## config.mk

```make
export PLATFORM = sky130hd
export DESIGN_NAME = aam_top
export DESIGN_NICKNAME = d
export VERILOG_FILES = /design/src/verilog/aam_pkg.sv /design/src/verilog/aam_chan_det.sv /design/src/verilog/aam_top.sv
export VERILOG_INCLUDE_DIRS = /design/src /design/src/verilog
export SDC_FILE = /design/constraint.sdc
export NUM_CORES = 1
export LEC_CHECK = 0
export ABC_AREA = 1
export BUFFER_PORTS_ARGS = -buffer_cell sky130_fd_sc_hd__buf_4
export CAP_MARGIN = 20
export CORE_MARGIN = 1.5
export CORE_UTILIZATION = 46
export CTS_CLUSTER_SIZE = 16
export DETAILED_ROUTE_END_ITERATION = 8
export PLACE_DENSITY = 0.61
export SYNTH_ARGS = -nofsm -noshare
export SYNTH_HDL_FRONTEND = slang
export SYNTH_SLANG_ARGS = --single-unit
```

## constraint.sdc

```tcl
create_clock -name clk_sys_i -period 22.1 [get_ports clk_sys_i]
set_input_delay 4.42 -clock clk_sys_i [delete_from_list [all_inputs] [get_ports clk_sys_i]]
set_output_delay 4.42 -clock clk_sys_i [all_outputs]
set_load 0.02 [all_outputs]
```

## src/verilog/aam_map.svh

```systemverilog
// register map, field positions, reset values and codes for the alarm monitor
`ifndef AAM_MAP_SVH
`define AAM_MAP_SVH

// register byte-free offsets (index on the plain port)
`define AAM_ADDR_BYPASS 8'h2e
`define AAM_ADDR_BYPCFG 8'h2f
`define AAM_ADDR_ADCCFG 8'h30
`define AAM_ADDR_POLCFG 8'h31
`define AAM_ADDR_MASK 8'h32
`define AAM_ADDR_ACT 8'h33
`define AAM_ADDR_STATUS 8'h34
`define AAM_ADDR_THR0 8'h35
`define AAM_ADDR_THR1 8'h36
`define AAM_ADDR_THR2 8'h37
`define AAM_ADDR_RES0 8'h38
`define AAM_ADDR_RES1 8'h39
`define AAM_ADDR_RES2 8'h3a
`define AAM_ADDR_ACTIVE 8'h3b

// reset values
`define AAM_RST_MASK 16'hffff
`define AAM_RST_THR 16'hff00
`define AAM_RST_ADCCFG 16'h0000

// alarm flag positions
`define AAM_BIT_IN0 0
`define AAM_BIT_IN1 1
`define AAM_BIT_TMP 2
`define AAM_BIT_CRC 3
`define AAM_BIT_WDT 4
`define AAM_BIT_REF 5
`define AAM_BIT_TWARN 6
`define AAM_BIT_TERR 7
`define AAM_BIT_OMON 8
`define AAM_NUM_FLAGS 9
`define AAM_NUM_ACT 8

// threshold fill nibbles and disable limits
`define AAM_HI_FILL 4'hf
`define AAM_LO_FILL 4'h0
`define AAM_LIM_OFF_HI 12'hfff
`define AAM_LIM_OFF_LO 12'h000

// response codes
`define AAM_ACT_NONE 2'h0
`define AAM_ACT_CLEAR 2'h1
`define AAM_ACT_ALMV 2'h2
`define AAM_ACT_HIZ 2'h3

// field positions in the config registers
`define AAM_CFG_FLT_LSB 7
`define AAM_CFG_FLT_W 3
`define AAM_CFG_HYST_W 7
`define AAM_BYP_OFST 0
`define AAM_BYP_DATA 1
`define AAM_POL_LVL 0
`define AAM_POL_GATE_N 1

`endif

```

## src/verilog/aam_pkg.sv

```systemverilog
// types shared by the alarm monitor files
package aam_pkg;
  typedef enum logic [3:0] {
    AAM_OUT_NORMAL = 4'h1,
    AAM_OUT_CLEAR = 4'h2,
    AAM_OUT_ALMV = 4'h4,
    AAM_OUT_HIZ = 4'h8
  } aam_out_e;
endpackage

```

## src/verilog/aam_chan_det.sv

```systemverilog
// per-channel out-of-range detector with fault count and hysteresis
`timescale 1ns/10ps
`include "aam_map.svh"

module aam_chan_det #(
  parameter int CNT_W = 3
) (
  // clock and reset
  input wire logic clk_sys_i,
  input wire logic sys_rst_i,
  // conversion result
  input wire logic result_valid_i,
  input wire logic [11:0] result_i,
  // limits and settings
  input wire logic [7:0] thr_hi_i,
  input wire logic [7:0] thr_lo_i,
  input wire logic [CNT_W-1:0] fault_limit_i,
  input wire logic [6:0] hyst_i,
  // detector state
  output logic alarm_o
);

  logic [11:0] hi_full;
  logic [11:0] lo_full;
  logic [12:0] hi_rel;
  logic [12:0] lo_rel;
  logic disabled;
  logic outside;
  logic inside_hyst;
  logic [CNT_W-1:0] cnt_reg;
  logic alarm_reg;

  // fixed low nibbles widen the 8-bit limits
  assign hi_full = {thr_hi_i, `AAM_HI_FILL};
  assign lo_full = {thr_lo_i, `AAM_LO_FILL};
  assign disabled = (hi_full == `AAM_LIM_OFF_HI) &&
                    (lo_full == `AAM_LIM_OFF_LO);
  assign outside = !disabled &&
                   ((result_i > hi_full) || (result_i < lo_full));
  // release band is narrowed on both sides
  assign hi_rel = {1'b0, hi_full} - {6'h00, hyst_i};
  assign lo_rel = {1'b0, lo_full} + {6'h00, hyst_i};
  assign inside_hyst = ({1'b0, result_i} < hi_rel) &&
                       ({1'b0, result_i} > lo_rel) &&
                       !hi_rel[12];

  // consecutive failures of either limit share one counter
  always_ff @(posedge clk_sys_i or posedge sys_rst_i) begin
    if (sys_rst_i) begin
      cnt_reg <= '0;
    end else if (result_valid_i) begin
      if (!outside) begin
        cnt_reg <= '0;
      end else if (cnt_reg != fault_limit_i) begin
        cnt_reg <= cnt_reg + 1'b1;
      end
    end
  end

  // alarm sets on the k+1th failure, releases inside hysteresis or when the limits are disabled
  always_ff @(posedge clk_sys_i or posedge sys_rst_i) begin
    if (sys_rst_i) begin
      alarm_reg <= 1'b0;
    end else if (result_valid_i) begin
      if (outside && cnt_reg == fault_limit_i) begin
        alarm_reg <= 1'b1;
      end else if (disabled || inside_hyst) begin
        alarm_reg <= 1'b0;
      end
    end
  end

  assign alarm_o = alarm_reg;
endmodule

```

## src/verilog/aam_top.sv

```systemverilog
// alarm monitor and response logic with its register file
`timescale 1ns/10ps
`include "aam_map.svh"

module aam_top #(
  parameter int CNT_W = `AAM_CFG_FLT_W,
  parameter int DAC_W = 16
) (
  // clock and resets
  input wire logic clk_sys_i,
  input wire logic sys_rst_i,
  input wire logic por_rst_i,
  // register port
  input wire logic [7:0] reg_addr_i,
  input wire logic [15:0] reg_wdata_i,
  input wire logic reg_wr_i,
  input wire logic reg_rd_i,
  output logic [15:0] reg_rdata_o,
  // converter side
  input wire logic conv_done_i,
  input wire logic [1:0] conv_chan_i,
  input wire logic [11:0] conv_raw_i,
  input wire logic [11:0] stored_offset_i,
  input wire logic omon_meas_i,
  input wire logic omon_ok_i,
  // fault sources
  input wire logic crc_fault_i,
  input wire logic watchdog_fault_i,
  input wire logic reference_fault_flag_i,
  input wire logic thermal_warning_flag_i,
  input wire logic thermal_error_flag_i,
  input wire logic ext_input_1_i,
  // dac side
  input wire logic [DAC_W-1:0] dac_active_code_i,
  input wire logic [DAC_W-1:0] dac_clear_code_i,
  output logic [DAC_W-1:0] dac_code_o,
  output logic dac_reload_o,
  output logic analog_output_almv_sel_o,
  output logic analog_output_almv_high_o,
  output logic analog_output_hiz_o,
  // host fault pin
  output logic fault_pin_o
);

  // ----------------------------------------------------------------
  // registers
  // ----------------------------------------------------------------
  logic [15:0] bypass_value_reg;
  logic offset_substitute_enable_reg;
  logic conversion_substitute_enable_reg;
  logic [15:0] adc_cfg_reg;
  logic fault_level_polarity_reg;
  logic pin_polarity_gate_n_reg;
  logic [15:0] mask_reg;
  logic [15:0] fault_response_select_reg;
  logic [15:0] thr_reg [0:2];
  logic [11:0] res_reg [0:2];
  logic [`AAM_NUM_FLAGS-1:0] flag_reg;
  logic [`AAM_NUM_FLAGS-1:0] flag_next;
  logic [`AAM_NUM_FLAGS-1:0] cond;
  logic [15:0] rdata_reg;
  logic status_rd;
  logic omon_alarm_reg;
  logic [2:0] det_alarm;
  logic [11:0] corr_result;
  logic [11:0] chan_result;
  logic [2:0] chan_valid;
  logic [1:0] act_level;
  logic [1:0] act_level_reg;
  logic [DAC_W-1:0] dac_code_reg;
  logic reload_reg;
  aam_pkg::aam_out_e out_state_reg;
  aam_pkg::aam_out_e out_state_next;

  // highest response among active flags with a nonzero select
  function automatic logic [1:0] max_resp(
    input logic [`AAM_NUM_ACT-1:0] flags,
    input logic [15:0] sel
  );
    logic [1:0] best;
    best = `AAM_ACT_NONE;
    for (int i = 0; i < `AAM_NUM_ACT; i++) begin
      if (flags[i] && sel[2*i +: 2] > best) begin
        best = sel[2*i +: 2];
      end
    end
    return best;
  endfunction

  // ----------------------------------------------------------------
  // conversion data path
  // ----------------------------------------------------------------
  // bypass value may replace the stored offset correction
  assign corr_result = offset_substitute_enable_reg ?
    conv_raw_i + bypass_value_reg[11:0] :
    conv_raw_i + stored_offset_i;
  // bypass may replace the conversion itself for alarm testing
  assign chan_result = conversion_substitute_enable_reg ?
    bypass_value_reg[11:0] : corr_result;

  // readback registers for the three monitored channels
  always_ff @(posedge clk_sys_i or posedge sys_rst_i) begin
    if (sys_rst_i) begin
      for (int i = 0; i < 3; i++) begin
        res_reg[i] <= 12'h000;
      end
    end else if (conv_done_i && conv_chan_i < 2'd3) begin
      res_reg[conv_chan_i] <= chan_result;
    end
  end

  // one independent detector per channel
  genvar g;
  generate
    for (g = 0; g < 3; g++) begin : g_det
      assign chan_valid[g] = conv_done_i && (conv_chan_i == 2'(g));
      aam_chan_det #(
        .CNT_W(CNT_W)
      ) u_det (
        .clk_sys_i(clk_sys_i),
        .sys_rst_i(sys_rst_i),
        .result_valid_i(chan_valid[g]),
        .result_i(chan_result),
        .thr_hi_i(thr_reg[g][15:8]),
        .thr_lo_i(thr_reg[g][7:0]),
        .fault_limit_i(adc_cfg_reg[`AAM_CFG_FLT_LSB +: CNT_W]),
        .hyst_i(adc_cfg_reg[`AAM_CFG_HYST_W-1:0]),
        .alarm_o(det_alarm[g])
      );
    end
  endgenerate

  // ----------------------------------------------------------------
  // output-monitor alarm
  // ----------------------------------------------------------------
  // diverted output cannot match the code, so the monitor complains;
  // it settles only at the next measurement once the output is back
  always_ff @(posedge clk_sys_i or posedge sys_rst_i) begin
    if (sys_rst_i) begin
      omon_alarm_reg <= 1'b0;
    end else if (act_level_reg == `AAM_ACT_ALMV ||
                 act_level_reg == `AAM_ACT_HIZ) begin
      omon_alarm_reg <= 1'b1;
    end else if (omon_meas_i) begin
      omon_alarm_reg <= !omon_ok_i;
    end
  end

  // ----------------------------------------------------------------
  // alarm flags
  // ----------------------------------------------------------------
  // thermal and reference comparators arrive as levels
  always_comb begin
    cond = '0;
    cond[`AAM_BIT_IN0] = det_alarm[0];
    cond[`AAM_BIT_IN1] = det_alarm[1];
    cond[`AAM_BIT_TMP] = det_alarm[2];
    cond[`AAM_BIT_CRC] = crc_fault_i;
    cond[`AAM_BIT_WDT] = watchdog_fault_i;
    cond[`AAM_BIT_REF] = reference_fault_flag_i;
    cond[`AAM_BIT_TWARN] = thermal_warning_flag_i;
    cond[`AAM_BIT_TERR] = thermal_error_flag_i;
    cond[`AAM_BIT_OMON] = omon_alarm_reg;
  end

  assign status_rd = reg_rd_i && (reg_addr_i == `AAM_ADDR_STATUS);

  // a live condition wins over the read clear, so nothing is lost
  always_comb begin
    flag_next = status_rd ? '0 : flag_reg;
    flag_next = flag_next | cond;
  end

  always_ff @(posedge clk_sys_i or posedge sys_rst_i) begin
    if (sys_rst_i) begin
      flag_reg <= '0;
    end else begin
      flag_reg <= flag_next;
    end
  end

  // pin sees flags and mask only
  assign fault_pin_o = |(flag_reg & ~mask_reg[`AAM_NUM_FLAGS-1:0]);

  // ----------------------------------------------------------------
  // alarm response
  // ----------------------------------------------------------------
  // mask is not consulted; only the first eight flags can act
  assign act_level = max_resp(flag_reg[`AAM_NUM_ACT-1:0],
                              fault_response_select_reg);

  always_comb begin
    case (act_level)
      `AAM_ACT_CLEAR: out_state_next = aam_pkg::AAM_OUT_CLEAR;
      `AAM_ACT_ALMV: out_state_next = aam_pkg::AAM_OUT_ALMV;
      `AAM_ACT_HIZ: out_state_next = aam_pkg::AAM_OUT_HIZ;
      default: out_state_next = aam_pkg::AAM_OUT_NORMAL;
    endcase
  end

  always_ff @(posedge clk_sys_i or posedge sys_rst_i) begin
    if (sys_rst_i) begin
      out_state_reg <= aam_pkg::AAM_OUT_NORMAL;
      act_level_reg <= `AAM_ACT_NONE;
    end else begin
      out_state_reg <= out_state_next;
      act_level_reg <= act_level;
    end
  end

  // code fed to the dac is overridden while the clear response holds
  always_ff @(posedge clk_sys_i or posedge sys_rst_i) begin
    if (sys_rst_i) begin
      dac_code_reg <= '0;
      reload_reg <= 1'b0;
    end else begin
      case (out_state_next)
        aam_pkg::AAM_OUT_CLEAR: dac_code_reg <= dac_clear_code_i;
        default: dac_code_reg <= dac_active_code_i;
      endcase
      reload_reg <= (out_state_reg != aam_pkg::AAM_OUT_NORMAL) &&
                    (out_state_next == aam_pkg::AAM_OUT_NORMAL);
    end
  end

  assign dac_code_o = dac_code_reg;
  assign dac_reload_o = reload_reg;
  assign analog_output_almv_sel_o = out_state_reg == aam_pkg::AAM_OUT_ALMV;
  assign analog_output_hiz_o = out_state_reg == aam_pkg::AAM_OUT_HIZ;
  // pin path only counts when the gate is open (low)
  assign analog_output_almv_high_o = fault_level_polarity_reg ||
    (!pin_polarity_gate_n_reg && ext_input_1_i);

  // ----------------------------------------------------------------
  // register writes
  // ----------------------------------------------------------------
  // polarity controls survive system reset, only power-on resets them
  always_ff @(posedge clk_sys_i or posedge por_rst_i) begin
    if (por_rst_i) begin
      fault_level_polarity_reg <= 1'b0;
      pin_polarity_gate_n_reg <= 1'b1;
    end else if (reg_wr_i && reg_addr_i == `AAM_ADDR_POLCFG) begin
      fault_level_polarity_reg <= reg_wdata_i[`AAM_POL_LVL];
      pin_polarity_gate_n_reg <= reg_wdata_i[`AAM_POL_GATE_N];
    end
  end

  // remaining control registers
  always_ff @(posedge clk_sys_i or posedge sys_rst_i) begin
    if (sys_rst_i) begin
      bypass_value_reg <= 16'h0000;
      offset_substitute_enable_reg <= 1'b0;
      conversion_substitute_enable_reg <= 1'b0;
      adc_cfg_reg <= `AAM_RST_ADCCFG;
      mask_reg <= `AAM_RST_MASK;
      fault_response_select_reg <= 16'h0000;
      for (int i = 0; i < 3; i++) begin
        thr_reg[i] <= `AAM_RST_THR;
      end
    end else if (reg_wr_i) begin
      if (reg_addr_i == `AAM_ADDR_BYPASS) begin
        bypass_value_reg <= reg_wdata_i;
      end else if (reg_addr_i == `AAM_ADDR_BYPCFG) begin
        offset_substitute_enable_reg <= reg_wdata_i[`AAM_BYP_OFST];
        conversion_substitute_enable_reg <= reg_wdata_i[`AAM_BYP_DATA];
      end else if (reg_addr_i == `AAM_ADDR_ADCCFG) begin
        adc_cfg_reg <= reg_wdata_i;
      end else if (reg_addr_i == `AAM_ADDR_MASK) begin
        mask_reg <= reg_wdata_i;
      end else if (reg_addr_i == `AAM_ADDR_ACT) begin
        fault_response_select_reg <= reg_wdata_i;
      end else if (reg_addr_i == `AAM_ADDR_THR0) begin
        thr_reg[0] <= reg_wdata_i;
      end else if (reg_addr_i == `AAM_ADDR_THR1) begin
        thr_reg[1] <= reg_wdata_i;
      end else if (reg_addr_i == `AAM_ADDR_THR2) begin
        thr_reg[2] <= reg_wdata_i;
      end
    end
  end

  // ----------------------------------------------------------------
  // register reads
  // ----------------------------------------------------------------
  // read data stands one cycle after the strobe; unmapped reads zero
  always_ff @(posedge clk_sys_i or posedge sys_rst_i) begin
    if (sys_rst_i) begin
      rdata_reg <= 16'h0000;
    end else if (reg_rd_i) begin
      if (reg_addr_i == `AAM_ADDR_BYPASS) begin
        rdata_reg <= bypass_value_reg;
      end else if (reg_addr_i == `AAM_ADDR_BYPCFG) begin
        rdata_reg <= {14'h0000, conversion_substitute_enable_reg,
                      offset_substitute_enable_reg};
      end else if (reg_addr_i == `AAM_ADDR_ADCCFG) begin
        rdata_reg <= adc_cfg_reg;
      end else if (reg_addr_i == `AAM_ADDR_POLCFG) begin
        rdata_reg <= {14'h0000, pin_polarity_gate_n_reg,
                      fault_level_polarity_reg};
      end else if (reg_addr_i == `AAM_ADDR_MASK) begin
        rdata_reg <= mask_reg;
      end else if (reg_addr_i == `AAM_ADDR_ACT) begin
        rdata_reg <= fault_response_select_reg;
      end else if (reg_addr_i == `AAM_ADDR_STATUS) begin
        rdata_reg <= {7'h00, flag_reg};
      end else if (reg_addr_i == `AAM_ADDR_THR0) begin
        rdata_reg <= thr_reg[0];
      end else if (reg_addr_i == `AAM_ADDR_THR1) begin
        rdata_reg <= thr_reg[1];
      end else if (reg_addr_i == `AAM_ADDR_THR2) begin
        rdata_reg <= thr_reg[2];
      end else if (reg_addr_i == `AAM_ADDR_RES0) begin
        rdata_reg <= {4'h0, res_reg[0]};
      end else if (reg_addr_i == `AAM_ADDR_RES1) begin
        rdata_reg <= {4'h0, res_reg[1]};
      end else if (reg_addr_i == `AAM_ADDR_RES2) begin
        rdata_reg <= {4'h0, res_reg[2]};
      end else if (reg_addr_i == `AAM_ADDR_ACTIVE) begin
        rdata_reg <= {12'h000, out_state_reg};
      end else begin
        rdata_reg <= 16'h0000;
      end
    end
  end

  assign reg_rdata_o = rdata_reg;
endmodule

```

==> results by group, run 1 <==
Clocking
  • Worst-skew pair later-pin latency: 0.54 ns
  • Root buffer cell: clkbuf_16
  • CTS clk-pin slew, worst paths: 0.06 ns
  • H-tree depth: 1
  • CTS Sinks: 212
  • Cts hold-fix bufs: 0
  • TritonCTS clock tree: built
  • Post-CTS Setup Bufs: 0
  • Longest Clk Path Bufs: 3
  • Post_cts resized: 0
  • CTS Buf Count: 25

Synthesis
  • Sequential area share after synthesis: 36.9%
  • Cell Area, Synth: 14500 sq um
  • Syn_nets: 2144
  • Async SR Flop Fraction: 100%
  • Ys Warns: 0
  • Most used DFF post-synth: dfrtp_1
  • Synth Area per Inst: 7.65 sq um
  • Post-synth EDFFs: 0
  • Synth cell types: 53
  • Post-Syn Instances: 1898
  • #FFs+latches synth: 212

Layout
  • Fin cells: 2437
  • Syn-to-layout area delta: 15.8%
  • Most common cell after layout, fill and taps aside: nand2_1
  • Commonest non-fill, non-tap cells in the layout: 510 x nand2_1, 229 x inv_1, 176 x o21ai_0
  • # nets final: 2268
  • Fraction of layout cells with a size suffix above 1: 13.4%
  • Max reg flops: 48
  • Design Area, Final: 16800 sq um
  • N_diodes: 0
  • Fin util: 54.5%
  • Fill cells: 2981

Pwr
  • Pwr dens: 83.3 nW/um^2
  • Leak: 8.31 nW
  • Peak VDD IR: 0.151 mV

GRT
  • Initial antenna violation count: 0
  • Largest net degree at the start of global routing: 86
  • First-pass GRT wire length: 75.7 mm
  • Global route total overflow: 0
  • Total GRT Usage: 30.1%
  • Vias in the first global route: 13.2k

Critical path
  • R2R depth: 53
  • Critical Path Source Type: input port
  • Reg2reg end: dac_code_o[8]
  • FF-to-FF Start: fault_response_select_reg[1]
  • Worst setup EP type: output port
  • Critical Path RT: 17.68 ns
  • Register-to-register setup slack: 14.22 ns
  • CP max FO: 1
  • CP arrival: 4.83 ns
  • Crit path kind: in2out

Hold path
  • Hold Crit Class: reg2reg
  • Hold EP: omon_alarm_reg
  • WHS Path Cells: 2
  • Startpoint of the worst hold path: act_level_reg[1]

Timing
  • Final hold vios: 0
  • Final setup viols: 0
  • Fin Setup TNS: 0 ns
  • Min Tclk post-route: 9.25 ns
  • Worst Skew: 0.0160 ns
  • Max Slew Vio Count: 0
  • RSZ-0062 raised after global routing: false
  • Slew @ Worst Pin: 1.09 ns
  • Final period utilization: 41.9%
  • F_max: 0.108 GHz
  • Max-Slew Margin vs Limit: 27.5%

Placement
  • Cells after DPL: 2390
  • Placer congestion estimate: 0.909
  • Placement Cell Area: 15900 sq um
  • Post-DP HPWL: 36.7 mm
  • PortBufs: 132

Floorplan
  • Initial core utilization: 47.1%
  • IO Count: 133
  • Chip Width: 181 um
  • Die area: 32600 sq um
  • Die height: 181 um
  • Std-Cell Rows: 64
  • Core area: 30800 sq um

Drt
  • Antenna viol nets, final: 0
  • Routed wire per std cell: 20.0 um
  • Drt pass-1 iters: 5
  • Vias post-DR: 13.6k
  • Post-DR vias/cell: 5.58
  • Iter 0 DRT Violations: 1231
  • Final routed DRC violation total: 0
  • Final wirelength: 48.7 mm

Run status
  • Status: complete, no violations

Flow run
  • Number of max-cap violations: 0
logic make-up (layout without fill, tap and decap cells):
kind of cell	count (synthesis)	after routing	share of synthesized area, %
AO/OA/AOI/OAI	372	372	14.6
XOR/XNOR	47	47	2.84
adder cells (fa/ha/maj)	150	150	13.3
buffers and inverters	288	431	7.67
flip-flops	212	212	36.9
multiplexers	1	1	0.0690
AND/OR/NAND/NOR	828	828	24.6
layout make-up:
class	count	area (sq um)	share of cell area (%)
clock inverters	12	153	0.908
well taps	396	495	2.95
clock buffers	34	709	4.22
repair buffers	146	1140	6.76
multi-input cells	1398	8060	47.9
inverters	239	905	5.38
flip-flops and latches	212	5360	31.9
layer usage:
layer	routed length (um)	global-route usage [%]	vias up
met5	0	0	-
met4	1780	10.7	0
met3	3180	4.45	93
met2	22700	50.3	447
met1	21100	39.6	6481
li1	-	-	6579
synth_stat cells (10+ instances only):
master	n	area share, %
nand2_1	510	13
inv_1	230	5.9
o21ai_0	177	6.1
dfrtp_1	170	29
ha_1	143	12
nor2_1	122	3.2
a21oi_1	93	3.2
nand3_1	67	2.3
nand4_1	51	2.2
dfstp_2	42	7.6
xor2_1	32	1.9
clkbuf_1	30	0.78
nor3_1	20	0.69
nor4_1	17	0.73
xnor2_1	15	0.90
buf_2	14	0.48
a211oi_1	12	0.62
o2111ai_1	11	0.66
o21bai_1	11	0.57
o21a_1	10	0.52
o22ai_1	10	0.43
through the flow:
step	setup WS (ns)	power (W)	hold slack, ns
2_1_floorplan	12.01	0.000820	0.419
3_3_place_gp	12.89	0.000953	0.427
3_5_place_dp	12.83	0.000969	0.437
4_1_cts	12.82	0.00141	0.451
5_1_grt	12.81	0.00149	0.474
6_report	12.85	0.00140	0.448
worst max-delay path by stage:
stage,from,endpoint,cells after the start
after floorplan,sys_rst_i,act_level_reg[1],1
after global placement,ext_input_1_i,analog_output_almv_high_o,4
after detailed placement,ext_input_1_i,analog_output_almv_high_o,4
after CTS,ext_input_1_i,analog_output_almv_high_o,4
after global routing,ext_input_1_i,analog_output_almv_high_o,4
final,ext_input_1_i,analog_output_almv_high_o,4
worst max-delay path: stages:
cell and delay (ns):
buf_4 0.07, inv_1 0.03, o21bai_1 0.14, buf_4 0.17
where the power goes:
| part | switching (W) | total [W] | internal [W] |
|---|---|---|---|
| Combinational | 0.000302 | 0.000470 | 0.000168 |
| Clock | 0.000175 | 0.000436 | 0.000261 |
| Sequential | 0.0000425 | 0.000494 | 0.000452 |
Note: power is estimated with default switching activity, not from simulation.
==> run 2, diff against run 1 <==
Settings changed: ABC_AREA 1 to 0.
Clock period 22.1 ns to 9.1 ns, I/O delays scaled along.
==> run 2 against run 1 <==
Compared with the run above:
- sequential share of layout area fell by 0.84 points
- final area rose by 2.7%
- cell count down 12%
- largest cell class unchanged
- critical path type is now reg2reg
- highest routed layer unchanged
==> results by group, run 2 <==
Drt
  • Final wirelength: 50.4 mm
  • Vias post-DR: 13.3k
  • Post-DR vias/cell: 6.23
  • Routed wire per std cell: 23.5 um
  • Antenna viol nets, final: 0
  • Final routed DRC violation total: 0
  • Iter 0 DRT Violations: 1146
  • Drt pass-1 iters: 6

Synthesis
  • Synth cell types: 88
  • Post-synth top cells: 170 x dfrtp_1, 168 x nand2_1, 143 x ha_1
  • Most common cell in the synthesized netlist: dfrtp_1
  • Post-synth EDFFs: 0
  • Top post-synthesis cells by area: dfrtp_1 29%, ha_1 12%, dfstp_2 7.4%
  • Cell taking the most area after synthesis: dfrtp_1
  • Post-Syn Instances: 1608
  • Ys Warns: 0
  • #FFs+latches synth: 212
  • Synth Area per Inst: 9.27 sq um
  • Sequential area share after synthesis: 36.0%
  • Cell Area, Synth: 14900 sq um
  • Syn_nets: 1854
  • Top cell type's share of synthesized area: 28.6%
  • Most used DFF post-synth: dfrtp_1
  • Async SR Flop Fraction: 100%

GRT
  • Initial antenna violation count: 1
  • Total GRT Usage: 30.1%
  • Global route total overflow: 0
  • Largest net degree at the start of global routing: 138
  • First-pass GRT wire length: 76.8 mm
  • Vias in the first global route: 12.9k

Critical path
  • Critical Path Start: flag_reg[0]
  • Critical Path RT: 9.53 ns
  • Top delay family on crit path: compound AO/OA/AOI/OAI gates
  • Most used cell, CP: ha_1
  • Slowest stage delay, CP: 0.39 ns
  • Crit path kind: reg2reg
  • Critical Path Source Type: flip-flop
  • CP arrival: 8.79 ns
  • CP bufs+invs: 5
  • FF-to-FF Start: flag_reg[0]
  • Slowest-stage cell, CP: dfrtp_1
  • Worst setup EP type: flip-flop
  • CP max FO: 20

Clocking
  • Root buffer cell: clkbuf_16
  • H-tree depth: 1
  • CTS Buf Count: 26
  • Longest Clk Path Bufs: 3
  • TritonCTS clock tree: built
  • CTS clk-pin slew, worst paths: 0.06 ns
  • Worst-skew pair later-pin latency: 0.56 ns
  • CTS Sinks: 212
  • Cts hold-fix bufs: 0

Pwr
  • Clk pwr share: 30.8%
  • Pwr dens: 212 nW/um^2
  • Peak VDD IR: 0.171 mV
  • Reg power frac: 34.2%
  • Switching part of the total: 37.1%
  • Combinational share of power: 35.0%
  • Sw Pwr: 0.00136 W
  • Internal power: 0.00231 W
  • Leak: 8.10 nW

Timing
  • Final hold vios: 0
  • WHS: 0.455 ns
  • Worst Skew: 0.0185 ns
  • Min Tclk post-route: 8.36 ns
  • Fin Setup TNS: 0 ns
  • Final period utilization: 91.8%
  • F_max: 0.120 GHz
  • Max-Slew Margin vs Limit: 27.9%
  • Slew @ Worst Pin: 1.08 ns
  • Max Slew Vio Count: 0
  • Final setup viols: 0
  • RSZ-0062 raised after global routing: false

Layout
  • Syn-to-layout area delta: 15.9%
  • Fraction of layout cells with a size suffix above 1: 20.8%
  • Max reg flops: 48
  • Most common cell after layout, fill and taps aside: dfrtp_1
  • Commonest non-fill, non-tap cells in the layout: 170 x dfrtp_1, 168 x nand2_1, 158 x buf_4
  • # nets final: 1966

Floorplan
  • Chip Width: 183 um
  • Core area: 31700 sq um
  • Initial core utilization: 47.0%
  • Std-Cell Rows: 65
  • Die height: 183 um
  • Die area: 33500 sq um
  • IO Count: 133

Flow run
  • Number of max-cap violations: 0

Hold path
  • Hold Crit Class: reg2reg
  • Startpoint of the worst hold path: omon_alarm_reg

Placement
  • PortBufs: 132
  • Post-DP HPWL: 36.7 mm
  • Placer congestion estimate: 0.934

Run status
  • Status: complete, no violations
[run 2: power groups by stage]
| stage | clock, W | combinational, W | sequential (W) |
|---|---|---|---|
| 6_report | 0.00113 | 0.00128 | 0.00126 |
| 5_1_grt | 0.00118 | 0.00142 | 0.00127 |
| 4_1_cts | 0.00113 | 0.00125 | 0.00125 |
| 3_5_place_dp | 0 | 0.00125 | 0.00127 |
| 3_3_place_gp | 0 | 0.00121 | 0.00126 |
| 2_1_floorplan | 0 | 0.000831 | 0.00125 |
[run 2: timing repair]
item | in CTS | in global routing
endpoints found under the hold margin | 0 | 0
resized for setup | 0 | 7
endpoints found under the setup margin | 0 | 22
setup buffers | 0 | 5
[run 2: worst paths after layout]
kind	end	slack (ns)	cells after the start
min in group asynchronous	fault_level_polarity_reg	1.11	2
worst max-delay path	dac_code_o[14]	0.74	44
worst min-delay path	flag_reg[8]	0.46	1
worst max register to register	dac_code_o[14]	0.74	44
max in group asynchronous	g_det[0].u_det.alarm_o	5.98	3
worst min register to register	flag_reg[8]	0.46	1
[run 2: worst register-to-register path: cells and delay by family (launching register included)]
| family | cells | cell delay (ns) |
|---|---|---|
| compound gates | 19 | 3.63 |
| fa+ha+maj | 7 | 1.89 |
| buf+inv | 5 | 0.80 |
| flops | 1 | 0.39 |
| mux | 1 | 0.33 |
| simple gates | 12 | 1.22 |
[run 2: cells by family (layout without fill, tap and decap cells)]
group                    after synthesis  in the layout  synth area share [%]
buffers and inverters                198            330                  5.38
AND/OR/NAND/NOR                      443            443                  14.4
flip-flops                           212            212                  36.0
other                                  0              1                     0
AO/OA/AOI/OAI                        460            460                  20.9
adder cells (fa/ha/maj)              150            150                  12.9
XOR/XNOR                              47             47                  2.76
multiplexers                          98             98                  7.67
[run 2: metal layers]
metal  routed length, um  share of wire (%)  GRT usage (%)
met5                   0                  0              0
met4                1720                3.4           9.44
met3                4150                8.2           4.51
met2               23000                 46           48.7
met1               21600                 43           41.6
[run 2: final cells by class]
type,instances,area [sq um]
repair buffers,161,1240
well taps,402,503
fillers,2914,14400
multi-input cells,1198,8780
diodes,1,2.50
clock inverters,16,215
flip-flops and latches,212,5360
inverters,121,462
clock buffers,32,716
[run 2: per-stage QoR]
stage                     setup WS [ns]  instances  total power [W]  utilization [%]  instance area (sq um)
after global routing            0.00338       2142          0.00387             54.5                  17300
after detailed placement          0.152       2086          0.00251             51.2                  16200
final                             0.743       2143          0.00367             54.5                  17300
after floorplan                   0.700       1608          0.00209                -                  14900
after CTS                         0.133       2134          0.00364             54.1                  17200
after global placement            0.451       2085          0.00248             51.1                  16200
==> run 3, diff against run 2 <==
==> constraint.sdc (replaced) <==
create_clock -name clk_sys_i -period 9.1 [get_ports clk_sys_i]
set_input_delay 0.455 -clock clk_sys_i [delete_from_list [all_inputs] [get_ports clk_sys_i]]
set_output_delay 0.455 -clock clk_sys_i [all_outputs]
set_load 0.02 [all_outputs]
==> run 3 against run 2 <==
Compared with the run above:
- worst hold slack got worse by 0.36 ns
- setup slack got worse by 0.026 ns
- critical path type unchanged
- highest routed layer unchanged
- final area did not move
- non-clock buffer count rose by 3
- sequential power barely moved
- clock power barely moved
- clock-buffer cell count rose by 6
- cell count did not move
- global-route usage fell by 0.17 points
- largest power group unchanged
- register-to-register slack got worse by 0.03 ns
- power barely moved
==> results by group, run 3 (synthesis results as in run 2) <==
Timing
  • Final setup viols: 0
  • Worst Skew: 0.0293 ns
  • Final hold vios: 0
  • Max Slew Vio Count: 0
  • RSZ-0062 raised after global routing: false
  • F_max: 0.119 GHz
  • Post-route setup slack: 0.717 ns
  • Slew @ Worst Pin: 1.13 ns
  • Final period utilization: 92.1%
  • Min Tclk post-route: 8.38 ns
  • Fin Setup TNS: 0 ns
  • Max-Slew Margin vs Limit: 24.2%

Pwr
  • Peak VDD IR: 0.173 mV
  • Leak: 8.11 nW
  • Pwr dens: 212 nW/um^2
  • Total power: 0.00367 W

Layout
  • Fin util: 54.5%
  • Design Area, Final: 17300 sq um
  • Most common cell after layout, fill and taps aside: dfrtp_1
  • Max reg flops: 48
  • # nets final: 1968
  • Fraction of layout cells with a size suffix above 1: 20.3%
  • Commonest non-fill, non-tap cells in the layout: 170 x dfrtp_1, 168 x nand2_1, 159 x buf_4
  • Syn-to-layout area delta: 15.9%

Drt
  • Final wirelength: 50.2 mm
  • Final routed DRC violation total: 0
  • Vias post-DR: 13.3k
  • Post-DR vias/cell: 6.21
  • Antenna viol nets, final: 0
  • Drt pass-1 iters: 5
  • Routed wire per std cell: 23.4 um
  • Iter 0 DRT Violations: 1090

Clocking
  • Worst-skew pair later-pin latency: 0.57 ns
  • Longest Clk Path Bufs: 3
  • CTS clk-pin slew, worst paths: 0.06 ns
  • H-tree depth: 1
  • CTS Sinks: 212
  • TritonCTS clock tree: built
  • Root buffer cell: clkbuf_16
  • CTS Buf Count: 25

Flow run
  • Number of max-cap violations: 0

GRT
  • First-pass GRT wire length: 76.3 mm
  • M1 GR Usage: 41.4%
  • Initial antenna violation count: 0
  • Global route total overflow: 0
  • Vias in the first global route: 12.8k
  • Met2 Usage GRT: 47.9%
  • Largest net degree at the start of global routing: 138
  • Total GRT Usage: 30.0%
  • Grt peak-use layer: met2
  • GR Layer Usage met3: 4.33%

Critical path
  • Critical Path Source Type: flip-flop
  • Top delay family on crit path: compound AO/OA/AOI/OAI gates
  • Critical Path RT: 9.50 ns
  • Slowest-stage cell, CP: dfrtp_1
  • Crit path kind: reg2reg
  • CP bufs+invs: 5
  • Most used cell, CP: ha_1
  • Worst setup EP type: flip-flop
  • CP arrival: 8.78 ns
  • Slowest stage delay, CP: 0.38 ns
  • CP max FO: 20

Floorplan
  • Initial core utilization: 47.0%
  • IO Count: 133
  • Die height: 183 um
  • Die area: 33500 sq um
  • Chip Width: 183 um
  • Core area: 31700 sq um
  • Std-Cell Rows: 65

Placement
  • PortBufs: 132
  • Placement Cell Area: 16200 sq um
  • Post-DP HPWL: 36.4 mm
  • Placer congestion estimate: 0.930
  • DP Worst Slack: 0.188 ns

Run status
  • Status: complete, no violations

Hold path
  • Hold Crit Class: in2reg
## run 3: cell count changes in the layout (fill, tap and decap cells not counted), moves of 2 or more
cell	change
clkinvlp_4	-4
clkbuf_8	+5
clkbuf_16	-2
dlygate4sd3_1	+2
clkinv_2	-6
clkbuf_1	+4
## run 3: cell type report
class	instances	area [sq um]
Multi-Input combinational cell	1198	8770
Antenna cell	1	2.50
Fill cell	2947	14400
Sequential cell	212	5360
Clock buffer	38	724
Clock inverter	7	175
Inverter	121	462
Timing Repair Buffer	164	1280
Tap cell	402	503
## run 3: metrics by stage
step	cells	hold WS (ns)
2_1_floorplan	1608	0.195
3_3_place_gp	2085	0.319
3_5_place_dp	2085	0.323
4_1_cts	2131	0.0737
5_1_grt	2142	0.0864
6_report	2143	0.0908
## run 3: per-layer routing
metal  share of wire, %  vias to the layer above
met1                 43                     6526
li1                   -                     6159
met2                 46                      514
met5                  0                        -
met4                3.7                        0
met3                7.3                      101
## run 3: final timing paths
kind / slack, ns / cells past startpoint / startpoint / to
worst min register to register: 0.45 / 1 / act_level_reg[1] / omon_alarm_reg
min in group asynchronous: 0.32 / 3 / por_rst_i / fault_level_polarity_reg
max in group asynchronous: 6.83 / 5 / sys_rst_i / fault_response_select_reg[7]
worst max-delay path: 0.72 / 44 / flag_reg[0] / dac_code_o[12]
worst min-delay path: 0.09 / 2 / reference_fault_flag_i / flag_reg[5]
worst max register to register: 0.72 / 44 / flag_reg[0] / dac_code_o[12]
## run 3: power breakdown
group / total [W] / internal, W / switching (W)
sequential: 0.00125 / 0.00111 / 0.000148
clock: 0.00112 / 0.000692 / 0.000432
combinational: 0.00129 / 0.000528 / 0.000760
total: 0.00367 / 0.00233 / 0.00134
## run 3: repair_timing
action / CTS / global route
setup endpoints to repair: 0 / 22
hold buffers: 1 / 1
buffers inserted: 0 / 6
resized for setup: 0 / 5
hold endpoints to repair: 2 / 51
